File: config.mk
export PLATFORM = sky130hd
export DESIGN_NAME = bmiu_core
export DESIGN_NICKNAME = d
export VERILOG_FILES = /design/src/bmiu_regbank.sv /design/src/bmiu_core.sv
export SDC_FILE = /design/constraint.sdc
export NUM_CORES = 1
export LEC_CHECK = 0
export ABC_AREA = 0
export BUFFER_PORTS_ARGS = -buffer_cell sky130_fd_sc_hd__buf_2
export CAP_MARGIN = 20
export CORE_MARGIN = 5
export CORE_UTILIZATION = 35
export DETAILED_ROUTE_END_ITERATION = 6
export PLACE_DENSITY = 0.56
export SLEW_MARGIN = 0
export SYNTH_ARGS = -nofsm -noshare
export SYNTH_HDL_FRONTEND = slang
export SYNTH_SLANG_ARGS = --single-unit
File: constraint.sdc
create_clock -name clk_sys_i -period 10.55 [get_ports clk_sys_i]
set_clock_uncertainty 0.15 [all_clocks]
set_input_delay 1.5825 -clock clk_sys_i [delete_from_list [all_inputs] [get_ports clk_sys_i]]
set_output_delay 1.5825 -clock clk_sys_i [all_outputs]
set_load 0.1 [all_outputs]
File: src/bmiu_regbank.sv
// Shared constants of the byte move instruction unit, and its general register bank.
// Assumes one clock, an asynchronous active-low reset and a bank number from the status word.
`timescale 1ns/10ps

package bmiu_pkg;
    // Register codes of the current bank
    localparam logic [2:0] REG_X = 3'h0;
    localparam logic [2:0] REG_A = 3'h1;
    localparam logic [2:0] REG_C = 3'h2;
    localparam logic [2:0] REG_B = 3'h3;
    localparam logic [2:0] REG_E = 3'h4;
    localparam logic [2:0] REG_D = 3'h5;
    localparam logic [2:0] REG_L = 3'h6;
    localparam logic [2:0] REG_H = 3'h7;
    localparam int NUM_BANKS = 4;
    localparam int REGS_PER_BANK = 8;
    localparam logic [7:0] REG_RESET = 8'h00;
    // Address space windows
    localparam logic [6:0] SADDR_TOP = 7'h7f;
    localparam logic [7:0] SADDR_LOW_BOUND = 8'h20;
    localparam logic [7:0] PAGE_HIGH = 8'hfe;
    localparam logic [7:0] SFR_HIGH = 8'hff;
    localparam logic [7:0] STANDBY_OFFSET = 8'hc0;
    // Status word layout and reset value
    localparam int PSW_CY = 0;
    localparam int PSW_BANK_LO = 3;
    localparam int PSW_AC = 4;
    localparam int PSW_BANK_HI = 5;
    localparam int PSW_Z = 6;
    localparam logic [7:0] PSW_RESET = 8'h00;
    // Post-increment kinds
    localparam logic [1:0] PINC_NONE = 2'h0;
    localparam logic [1:0] PINC_E = 2'h1;
    localparam logic [1:0] PINC_HL = 2'h2;
    localparam logic [1:0] PINC_DE = 2'h3;
    // Instruction kinds of the byte move group
    typedef enum logic [4:0] {
        OP_R_IMM, OP_SADDR_IMM, OP_SFR_IMM, OP_STBY_IMM, OP_R_R,
        OP_LD_SADDR, OP_ST_SADDR, OP_LD_SFR, OP_ST_SFR,
        OP_LD_PAGE, OP_ST_PAGE, OP_LD_HL, OP_ST_HL, OP_LD_DE, OP_ST_DE,
        OP_LD_ABS, OP_ST_ABS, OP_LD_IDX, OP_ST_IDX,
        OP_PSW_IMM, OP_PSW_A, OP_A_PSW
    } bmiu_op_type;
    typedef enum logic [0:0] {ST_IDLE, ST_ACCESS} bmiu_state_type;
endpackage

module bmiu_regbank
    import bmiu_pkg::*;
(
    // Clock and reset
    input wire logic clk_sys_i,
    input wire logic rstn_i,
    // Bank selection
    input wire logic [1:0] bank_i,
    // Byte write port
    input wire logic wr_en_i,
    input wire logic [2:0] wr_idx_i,
    input wire logic [7:0] wr_data_i,
    // Pair write port, high register index given, low is one below
    input wire logic pw_en_i,
    input wire logic [2:0] pw_hi_idx_i,
    input wire logic [15:0] pw_data_i,
    // Registers of the current bank
    output logic [7:0][7:0] bank_regs_o
);
    logic [7:0] regs_q [NUM_BANKS*REGS_PER_BANK];

    // One flip-flop byte per entry; pair port wins over byte port on the same entry
    for (genvar g = 0; g < NUM_BANKS * REGS_PER_BANK; g++)
    begin : g_entry
        localparam logic [1:0] BANK = 2'(g / REGS_PER_BANK);
        localparam logic [2:0] IDX = 3'(g % REGS_PER_BANK);
        always_ff @(posedge clk_sys_i or negedge rstn_i)
        begin
            if (!rstn_i)
            begin
                regs_q[g] <= REG_RESET;
            end
            else if (bank_i == BANK)
            begin
                if (pw_en_i && IDX == pw_hi_idx_i)
                begin
                    regs_q[g] <= pw_data_i[15:8];
                end
                else if (pw_en_i && IDX == (pw_hi_idx_i - 3'h1))
                begin
                    regs_q[g] <= pw_data_i[7:0];
                end
                else if (wr_en_i && IDX == wr_idx_i)
                begin
                    regs_q[g] <= wr_data_i;
                end
            end
        end
    end

    // Current bank view
    always_comb
    begin
        for (int i = 0; i < REGS_PER_BANK; i++)
        begin
            bank_regs_o[i] = regs_q[{bank_i, 3'(i)}];
        end
    end
endmodule

File: src/bmiu_core.sv
// Execution unit for the byte move instruction group: registers, memory, status word.
// Assumes a decoded instruction stream with valid/ready, and a memory port that holds
// request until acknowledge, returning read data in the acknowledge cycle.
// How it works
// - Register-immediate load writes the constant into the chosen register; flags kept.
// - Immediate to short direct writes the constant inside the fixed 256-byte window.
// - Immediate to special register stores it; standby control has its own kind.
// - Register-to-register copy within the current bank, flags kept.
// - Accumulator loads from a short direct location.
// - Accumulator stores to a short direct location.
// - Accumulator loads a special register, e.g. received serial byte.
// - Accumulator stores to a special register, e.g. port latch or mode.
// - Page load reads high byte fixed, low byte from the register.
// - Page store writes the accumulator at fixed page plus register.
// - Post-increment page form bumps the low pointer after the transfer.
// - First pointer pair addresses accumulator loads and stores.
// - First pair post-increment form bumps the pair after the transfer.
// - Second pointer pair addresses accumulator loads and stores.
// - Second pair post-increment form bumps the pair after the transfer.
// - Absolute form takes a full 16-bit address from the instruction.
// - Indexed form adds the 16-bit constant and the index register.
// - Status word writes from constant or accumulator replace every flag.
// - All other moves leave zero, auxiliary carry and carry untouched.
// - Short direct address bit 8 is set only below the lower bound.
// - Register codes zero to seven select X, A, C, B, E, D, L, H.
// - Special register space is the top page; its low 32 bytes use short direct.
`timescale 1ns/10ps

module bmiu_core
    import bmiu_pkg::*;
(
    // Clock and reset
    input wire logic clk_sys_i,
    input wire logic rstn_i,
    // Instruction stream
    input wire logic op_valid_i,
    output logic op_ready_o,
    input bmiu_op_type op_kind_i,
    input wire logic [2:0] op_dst_i,
    input wire logic [2:0] op_src_i,
    input wire logic op_postinc_i,
    input wire logic op_index_b_i,
    input wire logic [7:0] op_imm8_i,
    input wire logic [15:0] op_imm16_i,
    output logic op_done_o,
    // Memory and special register space
    output logic mem_req_o,
    output logic mem_we_o,
    output logic [15:0] mem_addr_o,
    output logic [7:0] mem_wdata_o,
    input wire logic [7:0] mem_rdata_i,
    input wire logic mem_ack_i,
    // Status
    output logic [7:0] program_status_word_o,
    output logic [7:0] acc_o,
    output logic standby_control_wr_o
);
    bmiu_state_type state_q;
    logic [7:0] psw_q;
    logic done_q;
    logic stby_q;
    logic we_q;
    logic [15:0] addr_q;
    logic [7:0] wdata_q;
    logic [1:0] pinc_q;
    logic [7:0][7:0] regs;
    logic accept;
    logic complete;
    logic is_mem;
    logic we_d;
    logic [15:0] addr_d;
    logic [7:0] wdata_d;
    logic [1:0] pinc_d;
    logic wr_en;
    logic [2:0] wr_idx;
    logic [7:0] wr_data;
    logic pw_en;
    logic [2:0] pw_hi;
    logic [15:0] pw_data;
    logic [7:0] acc;
    logic [7:0] index_reg;
    logic [15:0] hl_pair;
    logic [15:0] de_pair;
    logic [7:0] sfr_off;

    assign acc = regs[REG_A];
    assign hl_pair = {regs[REG_H], regs[REG_L]};
    assign de_pair = {regs[REG_D], regs[REG_E]};
    assign index_reg = op_index_b_i ? regs[REG_B] : regs[REG_A];
    assign sfr_off = (op_kind_i == OP_STBY_IMM) ? STANDBY_OFFSET : op_imm8_i;
    assign accept = op_valid_i && op_ready_o;
    assign complete = mem_req_o && mem_ack_i;

    // Handshake outputs
    assign op_ready_o = (state_q == ST_IDLE);
    assign mem_req_o = (state_q == ST_ACCESS);

    // Register bank; codes 0..7 map X,A,C,B,E,D,L,H
    bmiu_regbank u_regbank (
        .clk_sys_i(clk_sys_i),
        .rstn_i(rstn_i),
        .bank_i({psw_q[PSW_BANK_HI], psw_q[PSW_BANK_LO]}),
        .wr_en_i(wr_en),
        .wr_idx_i(wr_idx),
        .wr_data_i(wr_data),
        .pw_en_i(pw_en),
        .pw_hi_idx_i(pw_hi),
        .pw_data_i(pw_data),
        .bank_regs_o(regs)
    );

    // Address, direction and post-increment kind of a memory operation
    always_comb
    begin
        is_mem = 1'b1;
        we_d = 1'b0;
        addr_d = 16'h0000;
        wdata_d = acc;
        pinc_d = PINC_NONE;
        unique case (op_kind_i)
            OP_SADDR_IMM, OP_LD_SADDR, OP_ST_SADDR:
            begin
                // Bit 8 set only for offsets under the lower bound
                addr_d = {SADDR_TOP, op_imm8_i < SADDR_LOW_BOUND, op_imm8_i};
                we_d = (op_kind_i != OP_LD_SADDR);
                wdata_d = (op_kind_i == OP_SADDR_IMM) ? op_imm8_i : acc;
            end
            OP_SFR_IMM, OP_STBY_IMM, OP_LD_SFR, OP_ST_SFR:
            begin
                addr_d = {SFR_HIGH, sfr_off};
                we_d = (op_kind_i != OP_LD_SFR);
                wdata_d = (op_kind_i == OP_ST_SFR) ? acc : op_imm8_i;
            end
            OP_LD_PAGE, OP_ST_PAGE:
            begin
                addr_d = {PAGE_HIGH, regs[op_src_i]};
                we_d = (op_kind_i == OP_ST_PAGE);
                pinc_d = op_postinc_i ? PINC_E : PINC_NONE;
            end
            OP_LD_HL, OP_ST_HL:
            begin
                addr_d = hl_pair;
                we_d = (op_kind_i == OP_ST_HL);
                pinc_d = op_postinc_i ? PINC_HL : PINC_NONE;
            end
            OP_LD_DE, OP_ST_DE:
            begin
                addr_d = de_pair;
                we_d = (op_kind_i == OP_ST_DE);
                pinc_d = op_postinc_i ? PINC_DE : PINC_NONE;
            end
            OP_LD_ABS, OP_ST_ABS:
            begin
                addr_d = op_imm16_i;
                we_d = (op_kind_i == OP_ST_ABS);
            end
            OP_LD_IDX, OP_ST_IDX:
            begin
                addr_d = op_imm16_i + {8'h00, index_reg};
                we_d = (op_kind_i == OP_ST_IDX);
            end
            OP_R_IMM, OP_R_R, OP_PSW_IMM, OP_PSW_A, OP_A_PSW:
            begin
                is_mem = 1'b0;
            end
        endcase
    end

    // Sequencer: idle, then hold the request until acknowledged
    always_ff @(posedge clk_sys_i or negedge rstn_i)
    begin
        if (!rstn_i)
        begin
            state_q <= ST_IDLE;
        end
        else if (accept && is_mem)
        begin
            state_q <= ST_ACCESS;
        end
        else if (complete)
        begin
            state_q <= ST_IDLE;
        end
    end

    // Latched memory operation
    always_ff @(posedge clk_sys_i or negedge rstn_i)
    begin
        if (!rstn_i)
        begin
            we_q <= 1'b0;
            addr_q <= 16'h0000;
            wdata_q <= 8'h00;
            pinc_q <= PINC_NONE;
            stby_q <= 1'b0;
        end
        else if (accept && is_mem)
        begin
            we_q <= we_d;
            addr_q <= addr_d;
            wdata_q <= wdata_d;
            pinc_q <= pinc_d;
            stby_q <= (op_kind_i == OP_STBY_IMM);
        end
    end

    assign mem_we_o = we_q;
    assign mem_addr_o = addr_q;
    assign mem_wdata_o = wdata_q;

    // Byte writes into the bank: immediates, copies, loads
    always_comb
    begin
        wr_en = 1'b0;
        wr_idx = REG_A;
        wr_data = mem_rdata_i;
        if (complete)
        begin
            wr_en = !we_q;
        end
        else if (accept && op_kind_i == OP_R_IMM)
        begin
            wr_en = 1'b1;
            wr_idx = op_dst_i;
            wr_data = op_imm8_i;
        end
        else if (accept && op_kind_i == OP_R_R)
        begin
            wr_en = 1'b1;
            wr_idx = op_dst_i;
            wr_data = regs[op_src_i];
        end
        else if (accept && op_kind_i == OP_A_PSW)
        begin
            wr_en = 1'b1;
            wr_data = psw_q;
        end
    end

    // Pointer bumps once the transfer is acknowledged, wrapping
    always_comb
    begin
        pw_en = complete && (pinc_q != PINC_NONE);
        pw_hi = REG_D;
        pw_data = {regs[REG_D], regs[REG_E] + 8'h01};
        unique case (pinc_q)
            PINC_HL:
            begin
                pw_hi = REG_H;
                pw_data = hl_pair + 16'h0001;
            end
            PINC_DE:
            begin
                pw_data = de_pair + 16'h0001;
            end
            PINC_NONE, PINC_E:
            begin
                pw_hi = REG_D;
            end
        endcase
    end

    // Status word changes only on its own writes
    always_ff @(posedge clk_sys_i or negedge rstn_i)
    begin
        if (!rstn_i)
        begin
            psw_q <= PSW_RESET;
        end
        else if (accept && op_kind_i == OP_PSW_IMM)
        begin
            psw_q <= op_imm8_i;
        end
        else if (accept && op_kind_i == OP_PSW_A)
        begin
            psw_q <= acc;
        end
    end

    // Completion pulse and standby write strobe
    always_ff @(posedge clk_sys_i or negedge rstn_i)
    begin
        if (!rstn_i)
        begin
            done_q <= 1'b0;
            standby_control_wr_o <= 1'b0;
        end
        else
        begin
            done_q <= complete || (accept && !is_mem);
            standby_control_wr_o <= complete && stby_q;
        end
    end

    assign op_done_o = done_q;
    assign program_status_word_o = psw_q;
    assign acc_o = acc;

    // Checks
    chk_imm_reg_load: assert property (@(posedge clk_sys_i) disable iff (!rstn_i)
        accept && op_kind_i == OP_R_IMM |=> regs[$past(op_dst_i)] == $past(op_imm8_i))
        else $error("immediate not in register");
    chk_flags_hold: assert property (@(posedge clk_sys_i) disable iff (!rstn_i)
        !(accept && (op_kind_i == OP_PSW_IMM || op_kind_i == OP_PSW_A)) |=> $stable(psw_q))
        else $error("status word changed by a plain move");
    chk_psw_write: assert property (@(posedge clk_sys_i) disable iff (!rstn_i)
        accept && op_kind_i == OP_PSW_A |=> psw_q == $past(acc) && op_done_o)
        else $error("status word not replaced");
    chk_saddr_bit: assert property (@(posedge clk_sys_i) disable iff (!rstn_i)
        accept && op_kind_i == OP_LD_SADDR |=> mem_req_o && mem_addr_o[15:9] == SADDR_TOP
        && mem_addr_o[8] == ($past(op_imm8_i) < SADDR_LOW_BOUND))
        else $error("short direct address wrong");
    chk_page_addr: assert property (@(posedge clk_sys_i) disable iff (!rstn_i)
        accept && op_kind_i == OP_LD_PAGE |=> mem_addr_o == {PAGE_HIGH, $past(regs[op_src_i])})
        else $error("page address wrong");
    chk_req_hold: assert property (@(posedge clk_sys_i) disable iff (!rstn_i)
        mem_req_o && !mem_ack_i |=> mem_req_o && $stable(mem_addr_o) && !op_ready_o)
        else $error("request dropped before acknowledge");
    chk_load_acc: assert property (@(posedge clk_sys_i) disable iff (!rstn_i)
        complete && !mem_we_o |=> acc == $past(mem_rdata_i) && op_done_o && op_ready_o)
        else $error("load did not reach accumulator");
    chk_hl_bump: assert property (@(posedge clk_sys_i) disable iff (!rstn_i)
        complete && pinc_q == PINC_HL |=> hl_pair == $past(hl_pair) + 16'h0001)
        else $error("pair not bumped");
    chk_e_bump: assert property (@(posedge clk_sys_i) disable iff (!rstn_i)
        complete && pinc_q == PINC_E |=> regs[REG_E] == $past(regs[REG_E]) + 8'h01
        && regs[REG_D] == $past(regs[REG_D]))
        else $error("low pointer not bumped");
    chk_done_pulse: assert property (@(posedge clk_sys_i) disable iff (!rstn_i)
        op_done_o && !accept |=> !op_done_o)
        else $error("done longer than one cycle");
    chk_sfr_addr: assert property (@(posedge clk_sys_i) disable iff (!rstn_i)
        accept && op_kind_i == OP_LD_SFR |=> mem_addr_o == {SFR_HIGH, $past(op_imm8_i)})
        else $error("special register address wrong");
    chk_abs_addr: assert property (@(posedge clk_sys_i) disable iff (!rstn_i)
        accept && op_kind_i == OP_ST_ABS |=> mem_addr_o == $past(op_imm16_i) && mem_we_o)
        else $error("absolute address wrong");
    chk_idx_addr: assert property (@(posedge clk_sys_i) disable iff (!rstn_i)
        accept && op_kind_i == OP_LD_IDX |=>
        mem_addr_o == $past(op_imm16_i) + {8'h00, $past(index_reg)})
        else $error("indexed address wrong");
endmodule

==> Yosys cells after proc, flatten, opt, wreduce, memory -nomap -nowiden <==
Cells that the tools add are included.
{ "classes": {"addsub": 5, "n_lt_le_gt_ge": 10, "n_eq_ne": 49, "muxes": 79, "bitwise": 9, "n_reduce_logical": 93} }
{ "ops": {"columns": ["cell", "count"], "rows": [
  ["8-bit two-way mux", 51],
  ["8-bit binary-select mux with 5-bit select", 8],
  ["16-bit one-hot mux with 7 select lines", 1],
  ["2-bit AND reduction", 32],
  ["6-bit >= comparator, second input constant", 8],
  ["5-bit inverter with 6-bit output", 8],
  ["5-bit by 4-bit == test with 1-bit output, second input constant", 8],
  ["3-bit == test, first input constant", 12],
  ["1-bit logical AND", 35],
  ["16-bit by 1-bit adder with 16-bit output, second input constant", 2],
  ["16-bit one-hot mux with 2 select lines", 1],
  ["5-bit == test, second input constant", 6],
  ["8-bit binary-select mux with 3-bit select", 1],
  ["3-bit nonzero test", 8],
  ["5-bit by 3-bit == test with 1-bit output, second input constant", 4],
  ["2-bit by 3-bit == test with 1-bit output, first input constant", 6],
  ["16-bit by 8-bit adder with 16-bit output", 1],
  ["8-bit one-hot mux with 2 select lines", 1],
  ["5-bit by 2-bit == test with 1-bit output, second input constant", 2],
  ["5-bit by 3-bit inequality test with 1-bit output, second input constant", 2],
  ["2-bit OR reduction", 5],
  ["1-bit by 3-bit == test with 1-bit output, first input constant", 3],
  ["3-bit zero test", 3],
  ["3-bit two-way mux", 3],
  ["20 further kinds", 34]
]} }
{ "word_totals": {"regBits": 295, "inputBits": 49, "output_inout_bits": 45, "wordCells": 286} }

==> Logic depth before layout (Yosys ltp) <==
{ "logic_depth": {"ltp_word": 12, "ltp_mapped": 17, "ltp_nobuf": 11} }

==> Cells and area by module <==
A second synthesis with hierarchy kept.
{ "hier_totals": {"cells_unflattened": 1655, "area_unflattened_um2": 18189.9} }
{ "modules_own_cells": {"columns": ["mod", "instances", "cells_each", "area_each_um2", "seq_area_each_um2"], "rows": [
  ["bmiu_regbank", 1, 1082, 13541.7, 6406.1],
  ["bmiu_core", 1, 573, 4648.2, 975.9]
]} }

==> Worst setup path after synthesis <==
No wires, ideal clock.
{ "synth_path": {"kind": "flip-flop to flip-flop", "startpoint": "register psw_q[3], in the netlist program_status_word_o[3]", "endpoint": "register addr_q[15], in the netlist mem_addr_o[15]", "setup_time_ns": 0.129, "t_arrival_ns": 5.767, "required_ns": 10.271, "setup_slack_ns": 4.503, "stages_incl_launch_ff": 16, "path_buffers": 6, "period_less_slack_ns": 6.047, "cell_sequence": "dfrtp_1 -> buf_4 -> buf_6 -> buf_4 -> buf_6 -> buf_2 -> buf_2 -> mux2i_1 -> mux2_2 -> ha_1 -> inv_1 -> o21bai_1 -> a2111o_1 -> a31oi_1 -> or4_1 -> nand3_1"} }
{ "synth_via": {"elab_chain_cells": 7, "elab_cells_between_ends": 19, "cone_classes": "add/sub: 1; mux: 14; bitwise: 4"} }
{ "synth_rtl": {"columns": ["element", "line_no", "text"], "rows": [
  ["start: declaration", "bmiu_core.sv:59", "logic [7:0] psw_q;"],
  ["start signal: assignment", "bmiu_core.sv:272", "psw_q <= op_imm8_i;"],
  ["5-bit inverter with 6-bit output (not written as such)", "bmiu_regbank.sv:102", "bank_regs_o[i] = regs_q[{bank_i, 3'(i)}];"],
  ["8-bit binary-select mux with 5-bit select", "bmiu_regbank.sv:102", null],
  ["8-bit two-way mux (not written as such) (2 in a row)", "bmiu_regbank.sv:102", null],
  ["via acc_o[3]", "bmiu_core.sv:55", "output logic [7:0] acc_o,"],
  ["8-bit two-way mux", "bmiu_core.sv:89", "assign index_reg = op_index_b_i ? regs[REG_B] : regs[REG_A];"],
  ["16-bit by 8-bit adder with 16-bit output", "bmiu_core.sv:159", "addr_d = op_imm16_i + {8'h00, index_reg};"],
  ["16-bit one-hot mux with 7 select lines", "bmiu_core.sv:120", "unique case (op_kind_i)"],
  ["end signal: assignment", "bmiu_core.sv:200", "addr_q <= addr_d;"],
  ["end: declaration", "bmiu_core.sv:63", "logic [15:0] addr_q;"]
]} }
The timed path passes the listed nets, and every way through them passes these cells. The select of a mux whose other input is x is not followed.
A chain may end at the register's enable or synchronous reset.

==> Final worst setup path <==
{ "layout_path": {"startpoint": "register psw_q[5], in the netlist program_status_word_o[5]", "endpoint": "register u_regbank.regs_q[128] (netlist name)"} }
{ "layout_via": {"elab_chain_cells": 12, "elab_cells_between_ends": 46, "cone_classes": "add/sub: 3; eq/ne: 1; mux: 33; bitwise: 8; reduce/logical: 1"} }
{ "layout_rtl": {"columns": ["element", "line_no", "text"], "rows": [
  ["branches (longest 12 deep; another with 16-bit by 1-bit adder with 16-bit output)", null, null],
  ["end signal: indexed assignment", "bmiu_regbank.sv:83", "regs_q[g] <= pw_data_i[15:8];"],
  ["end signal: indexed assignment", "bmiu_regbank.sv:87", "regs_q[g] <= pw_data_i[7:0];"],
  ["end signal: indexed assignment", "bmiu_regbank.sv:91", "regs_q[g] <= wr_data_i;"],
  ["end: declaration", "bmiu_regbank.sv:66", "logic [7:0] regs_q [NUM_BANKS*REGS_PER_BANK];"]
]} }
Parallel ways; which one is timed is not known. The select of a mux whose other input is x is not followed.

==> run_results.csv <==
group,metric,value,unit
clocking,cts-buffers-inserted,37,
timing,timing.final.crit_period,4.866,ns
logic_synthesis,synth.net_count,1743,
route,drt_first_iter_violations,1654,
logic_synthesis,synth_cell_types,79,
logic_synthesis,yosysSeqAreaShare,0.4305,
placed_design,portBuffers,93,
min_path,hold-path-cell-count,2,
min_path,hold_end,"mem_wdata_o[3]",
critical_path,required,10.86,ns
logic_synthesis,netlist_top_cells_area,"sky130_fd_sc_hd__dfrtp_1, sky130_fd_sc_hd__mux4_2, sky130_fd_sc_hd__mux2_2",
floorplan,floorplan.core_area,0.04875,sq mm
final_layout,area.sequential,0.007390,sq mm
final_layout,fillers,4734,
route,via_per_instance_ratio,5.973,
timing,hold_slack,0.3211,ns
power,p_per_area,260.9,mW/mm^2
clocking,cts-hold-fix-buffers,0,
timing,worstMarginPinSlew,1.139,ns
global_routing,global_route_wire_length_before_repair,90.36,mm
timing,grt_setup_unrepaired,"false",
timing,maxSlewHeadroom,0.2377,
logic_synthesis,netlist.top_cell.by_area,"sky130_fd_sc_hd__dfrtp_1",
critical_path,endpoint_kind,"register",
floorplan,die-area,0.05352,sq mm
clocking,tritoncts,"done",
min_path,min-delay-path-class,"reg2reg",
critical_path,worstReg2RegEnd,"u_regbank.regs_q[128]",
status,violated_checks,"design-rule violations",
critical_path,crit_type,"reg2reg",
global_routing,number_of_global_route_vias_before_repair,13711,
timing,setup_slack,5.684,ns
floorplan,die_height,231.3,microns
final_layout,most_common_cell_after_layout_fill_and_taps_aside,"sky130_fd_sc_hd__dfrtp_1",
power,leakagePower,8.490,nW
timing,totalNegativeSetupSlack,0,ns
logic_synthesis,syn-instance-count,1683,
global_routing,global_route.usage.total,0.2214,
route,wl_per_cell,25.03,microns
final_layout,post_route_cells_drive_above_1_share,0.2127,
job,drv.max_cap_violation_count,0,
logic_synthesis,mappedNetlistArea,0.01715,sq mm
power,vdd_ir_drop_max,145.4,uV
floorplan,floorplan.die.width,231.3,microns
placed_design,detailedPlace.worstSlack,5.635,ns
logic_synthesis,ys.warnings.count,0,
clocking,cts_setup_buffers,0,
timing,setup-violations-final,0,
route,wirelength,60.42,mm
global_routing,grt_antenna_before_repair,1,
timing,finalHoldViolCount,0,
timing,timing.final.max_slew_violations,0,
global_routing,overflow,0,
clocking,maximum_level_of_the_cts_h_tree,2,
timing,fmax,205.5,MHz
route,first_pass_iters,7,
logic_synthesis,synth_async_sr_flop_share,1.000,
critical_path,start_kind,"register",
floorplan,ioPinCount,94,
floorplan,initial_utilization,0.3517,
power,totalPowerFinal,5.057,mW
final_layout,area_growth_syn_to_layout,13.03,%
clocking,cts_resized,0,
status,run_status,"finished with violations",
logic_synthesis,postSynthAreaPerCell,10.19,sq um
logic_synthesis,yosys_most_used_dff,"sky130_fd_sc_hd__dfrtp_1",
global_routing,grt_max_degree,82,
logic_synthesis,netlist.area_leader.share,0.4305,
critical_path,rr_worst_depth,12,
timing,period_share,0.4612,
final_layout,utilization,0.3976,
placed_design,gp_congestion,0.9511,
clocking,clockBufferDepth,3,
clocking,clockRootBuffer,"sky130_fd_sc_hd__clkbuf_16",
clocking,cts.sinks,295,
critical_path,worstPathMaxFanout,49,
placed_design,detailedPlacementHpwl,42.96,mm
route,dr_total_vias,14420,
logic_synthesis,synth_edf_count,0,
min_path,min-delay-start,"mem_wdata_o[3]",
critical_path,reg2reg_slack,5.68,ns
critical_path,worstPathArrival,5.17,ns
clocking,cts.clk_slew.worst_paths,0.06,ns
route,final_antenna_net_count,0,
clocking,clk-insertion-delay-late,0.56,ns
final_layout,multi_input_area,0.009125,sq mm
final_layout,number_of_nets_in_the_layout,1780,
logic_synthesis,ys_ff_latch,295,
critical_path,rr_startpoint,"program_status_word_o[5]",
route,post-route-drc-count,6,
floorplan,core.rowCount,81,
final_layout,commonest_cells_after_routing_fill_and_taps_aside,"sky130_fd_sc_hd__dfrtp_1, sky130_fd_sc_hd__nand2_1, sky130_fd_sc_hd__o21ai_0",
cells in the mapped netlist (5+ instances only):
| cell | n |
|---|---|
| sky130_fd_sc_hd__o211ai_1 | 14 |
| sky130_fd_sc_hd__and3_1 | 18 |
| sky130_fd_sc_hd__o22ai_1 | 7 |
| sky130_fd_sc_hd__o21ai_1 | 15 |
| sky130_fd_sc_hd__a21oi_1 | 57 |
| sky130_fd_sc_hd__ha_1 | 10 |
| sky130_fd_sc_hd__a22oi_1 | 38 |
| sky130_fd_sc_hd__mux2i_1 | 80 |
| sky130_fd_sc_hd__nand2b_1 | 19 |
| sky130_fd_sc_hd__clkbuf_1 | 86 |
| sky130_fd_sc_hd__a21o_1 | 5 |
| sky130_fd_sc_hd__a22o_1 | 5 |
| sky130_fd_sc_hd__nor3_1 | 18 |
| sky130_fd_sc_hd__buf_2 | 11 |
| sky130_fd_sc_hd__buf_6 | 9 |
| sky130_fd_sc_hd__a211oi_1 | 12 |
| sky130_fd_sc_hd__nor2_1 | 92 |
| sky130_fd_sc_hd__nand4_1 | 16 |
| sky130_fd_sc_hd__xnor2_1 | 15 |
| sky130_fd_sc_hd__a221oi_1 | 13 |
| sky130_fd_sc_hd__mux4_1 | 11 |
| sky130_fd_sc_hd__mux2_2 | 112 |
| sky130_fd_sc_hd__inv_1 | 16 |
| sky130_fd_sc_hd__nand3_1 | 31 |
| sky130_fd_sc_hd__o21ai_0 | 171 |
| sky130_fd_sc_hd__mux4_2 | 59 |
| sky130_fd_sc_hd__buf_1 | 7 |
| sky130_fd_sc_hd__nand2_1 | 267 |
| sky130_fd_sc_hd__dfrtp_1 | 295 |
| sky130_fd_sc_hd__xor2_1 | 15 |
| sky130_fd_sc_hd__a31oi_1 | 28 |
| sky130_fd_sc_hd__and2_1 | 10 |
| sky130_fd_sc_hd__or3_1 | 23 |
| sky130_fd_sc_hd__o21a_1 | 7 |
| sky130_fd_sc_hd__nor2b_1 | 9 |
worst max-delay path by stage:
stage                              from                    end  slack (ns)  depth (start not counted)
6_report       program_status_word_o[5]  u_regbank.regs_q[128]        5.68                         12
5_1_grt        program_status_word_o[5]    u_regbank.regs_q[4]        5.47                         12
4_1_cts        program_status_word_o[3]               acc_o[3]        5.70                          3
3_5_place_dp               op_kind_i[0]   u_regbank.regs_q[76]        5.64                          7
3_3_place_gp   program_status_word_o[3]          mem_addr_o[6]        5.71                         12
2_1_floorplan  program_status_word_o[3]         mem_addr_o[15]        4.50                         15
final cells by class:
class                   count  share of cell area
clock inverters            13            0.008070
multi-input cells        1252              0.4708
flip-flops and latches    295              0.3813
clock buffers              55             0.05759
well taps                 664             0.04287
diodes                      1           0.0001291
inverters                  16            0.003099
repair buffers            118             0.03615
metal layers:
layer	vias to the layer above	track usage	wire length [microns]	part of all wire
li1	6284	-	-	-
met1	7141	0.3176	25580	0.42
met2	823	0.3235	26000	0.43
met3	172	0.05121	6026	0.10
met4	0	0.09138	2813	0.047
met5	-	0	0	0
worst max-delay path: stages, from the launching register on:
cell                       delay [ns]
sky130_fd_sc_hd__dfrtp_4         0.97
sky130_fd_sc_hd__buf_4           0.75
sky130_fd_sc_hd__mux4_1          0.56
sky130_fd_sc_hd__nand2_1         0.10
sky130_fd_sc_hd__nand2_1         0.09
sky130_fd_sc_hd__ha_1            0.23
sky130_fd_sc_hd__a21boi_0        0.20
sky130_fd_sc_hd__a22o_1          0.21
sky130_fd_sc_hd__a21boi_2        0.50
sky130_fd_sc_hd__nand3b_1        0.18
sky130_fd_sc_hd__xor2_1          0.18
sky130_fd_sc_hd__a221o_1         0.37
sky130_fd_sc_hd__o21ai_0         0.21
sequential cells by signal, indices dropped and copies added (netlist names):
name	cells
stby_q	1
mem_addr_o	16
u_regbank.regs_q	256
pinc_q	2
op_done_o	1
mem_wdata_o	8
mem_req_o	1
mem_we_o	1
program_status_word_o	8
standby_control_wr_o	1
per-stage QoR:
step | cells | cell area, sq um
floorplan | 1683 | 17150
global placement | 2342 | 18050
detailed placement | 2342 | 18050
CTS | 2410 | 19320
global route | 2413 | 19380
finish | 2414 | 19380
power breakdown:
part	switching (mW)	internal (mW)	total, mW
combinational	1.51	0.652	2.16
sequential	0.231	1.35	1.58
clock	0.506	0.809	1.31
logic make-up after synthesis:
kind of cell | after synthesis | synth area share
AO/OA/AOI/OAI | 417 | 0.1510
XOR/XNOR | 30 | 0.01532
adder cells (fa/ha/maj) | 11 | 0.008465
buffers and inverters | 136 | 0.03795
flip-flops | 295 | 0.4305
multiplexers | 262 | 0.2146
AND/OR/NAND/NOR | 532 | 0.1421
No activity file was read; power rests on OpenSTA's default activity.
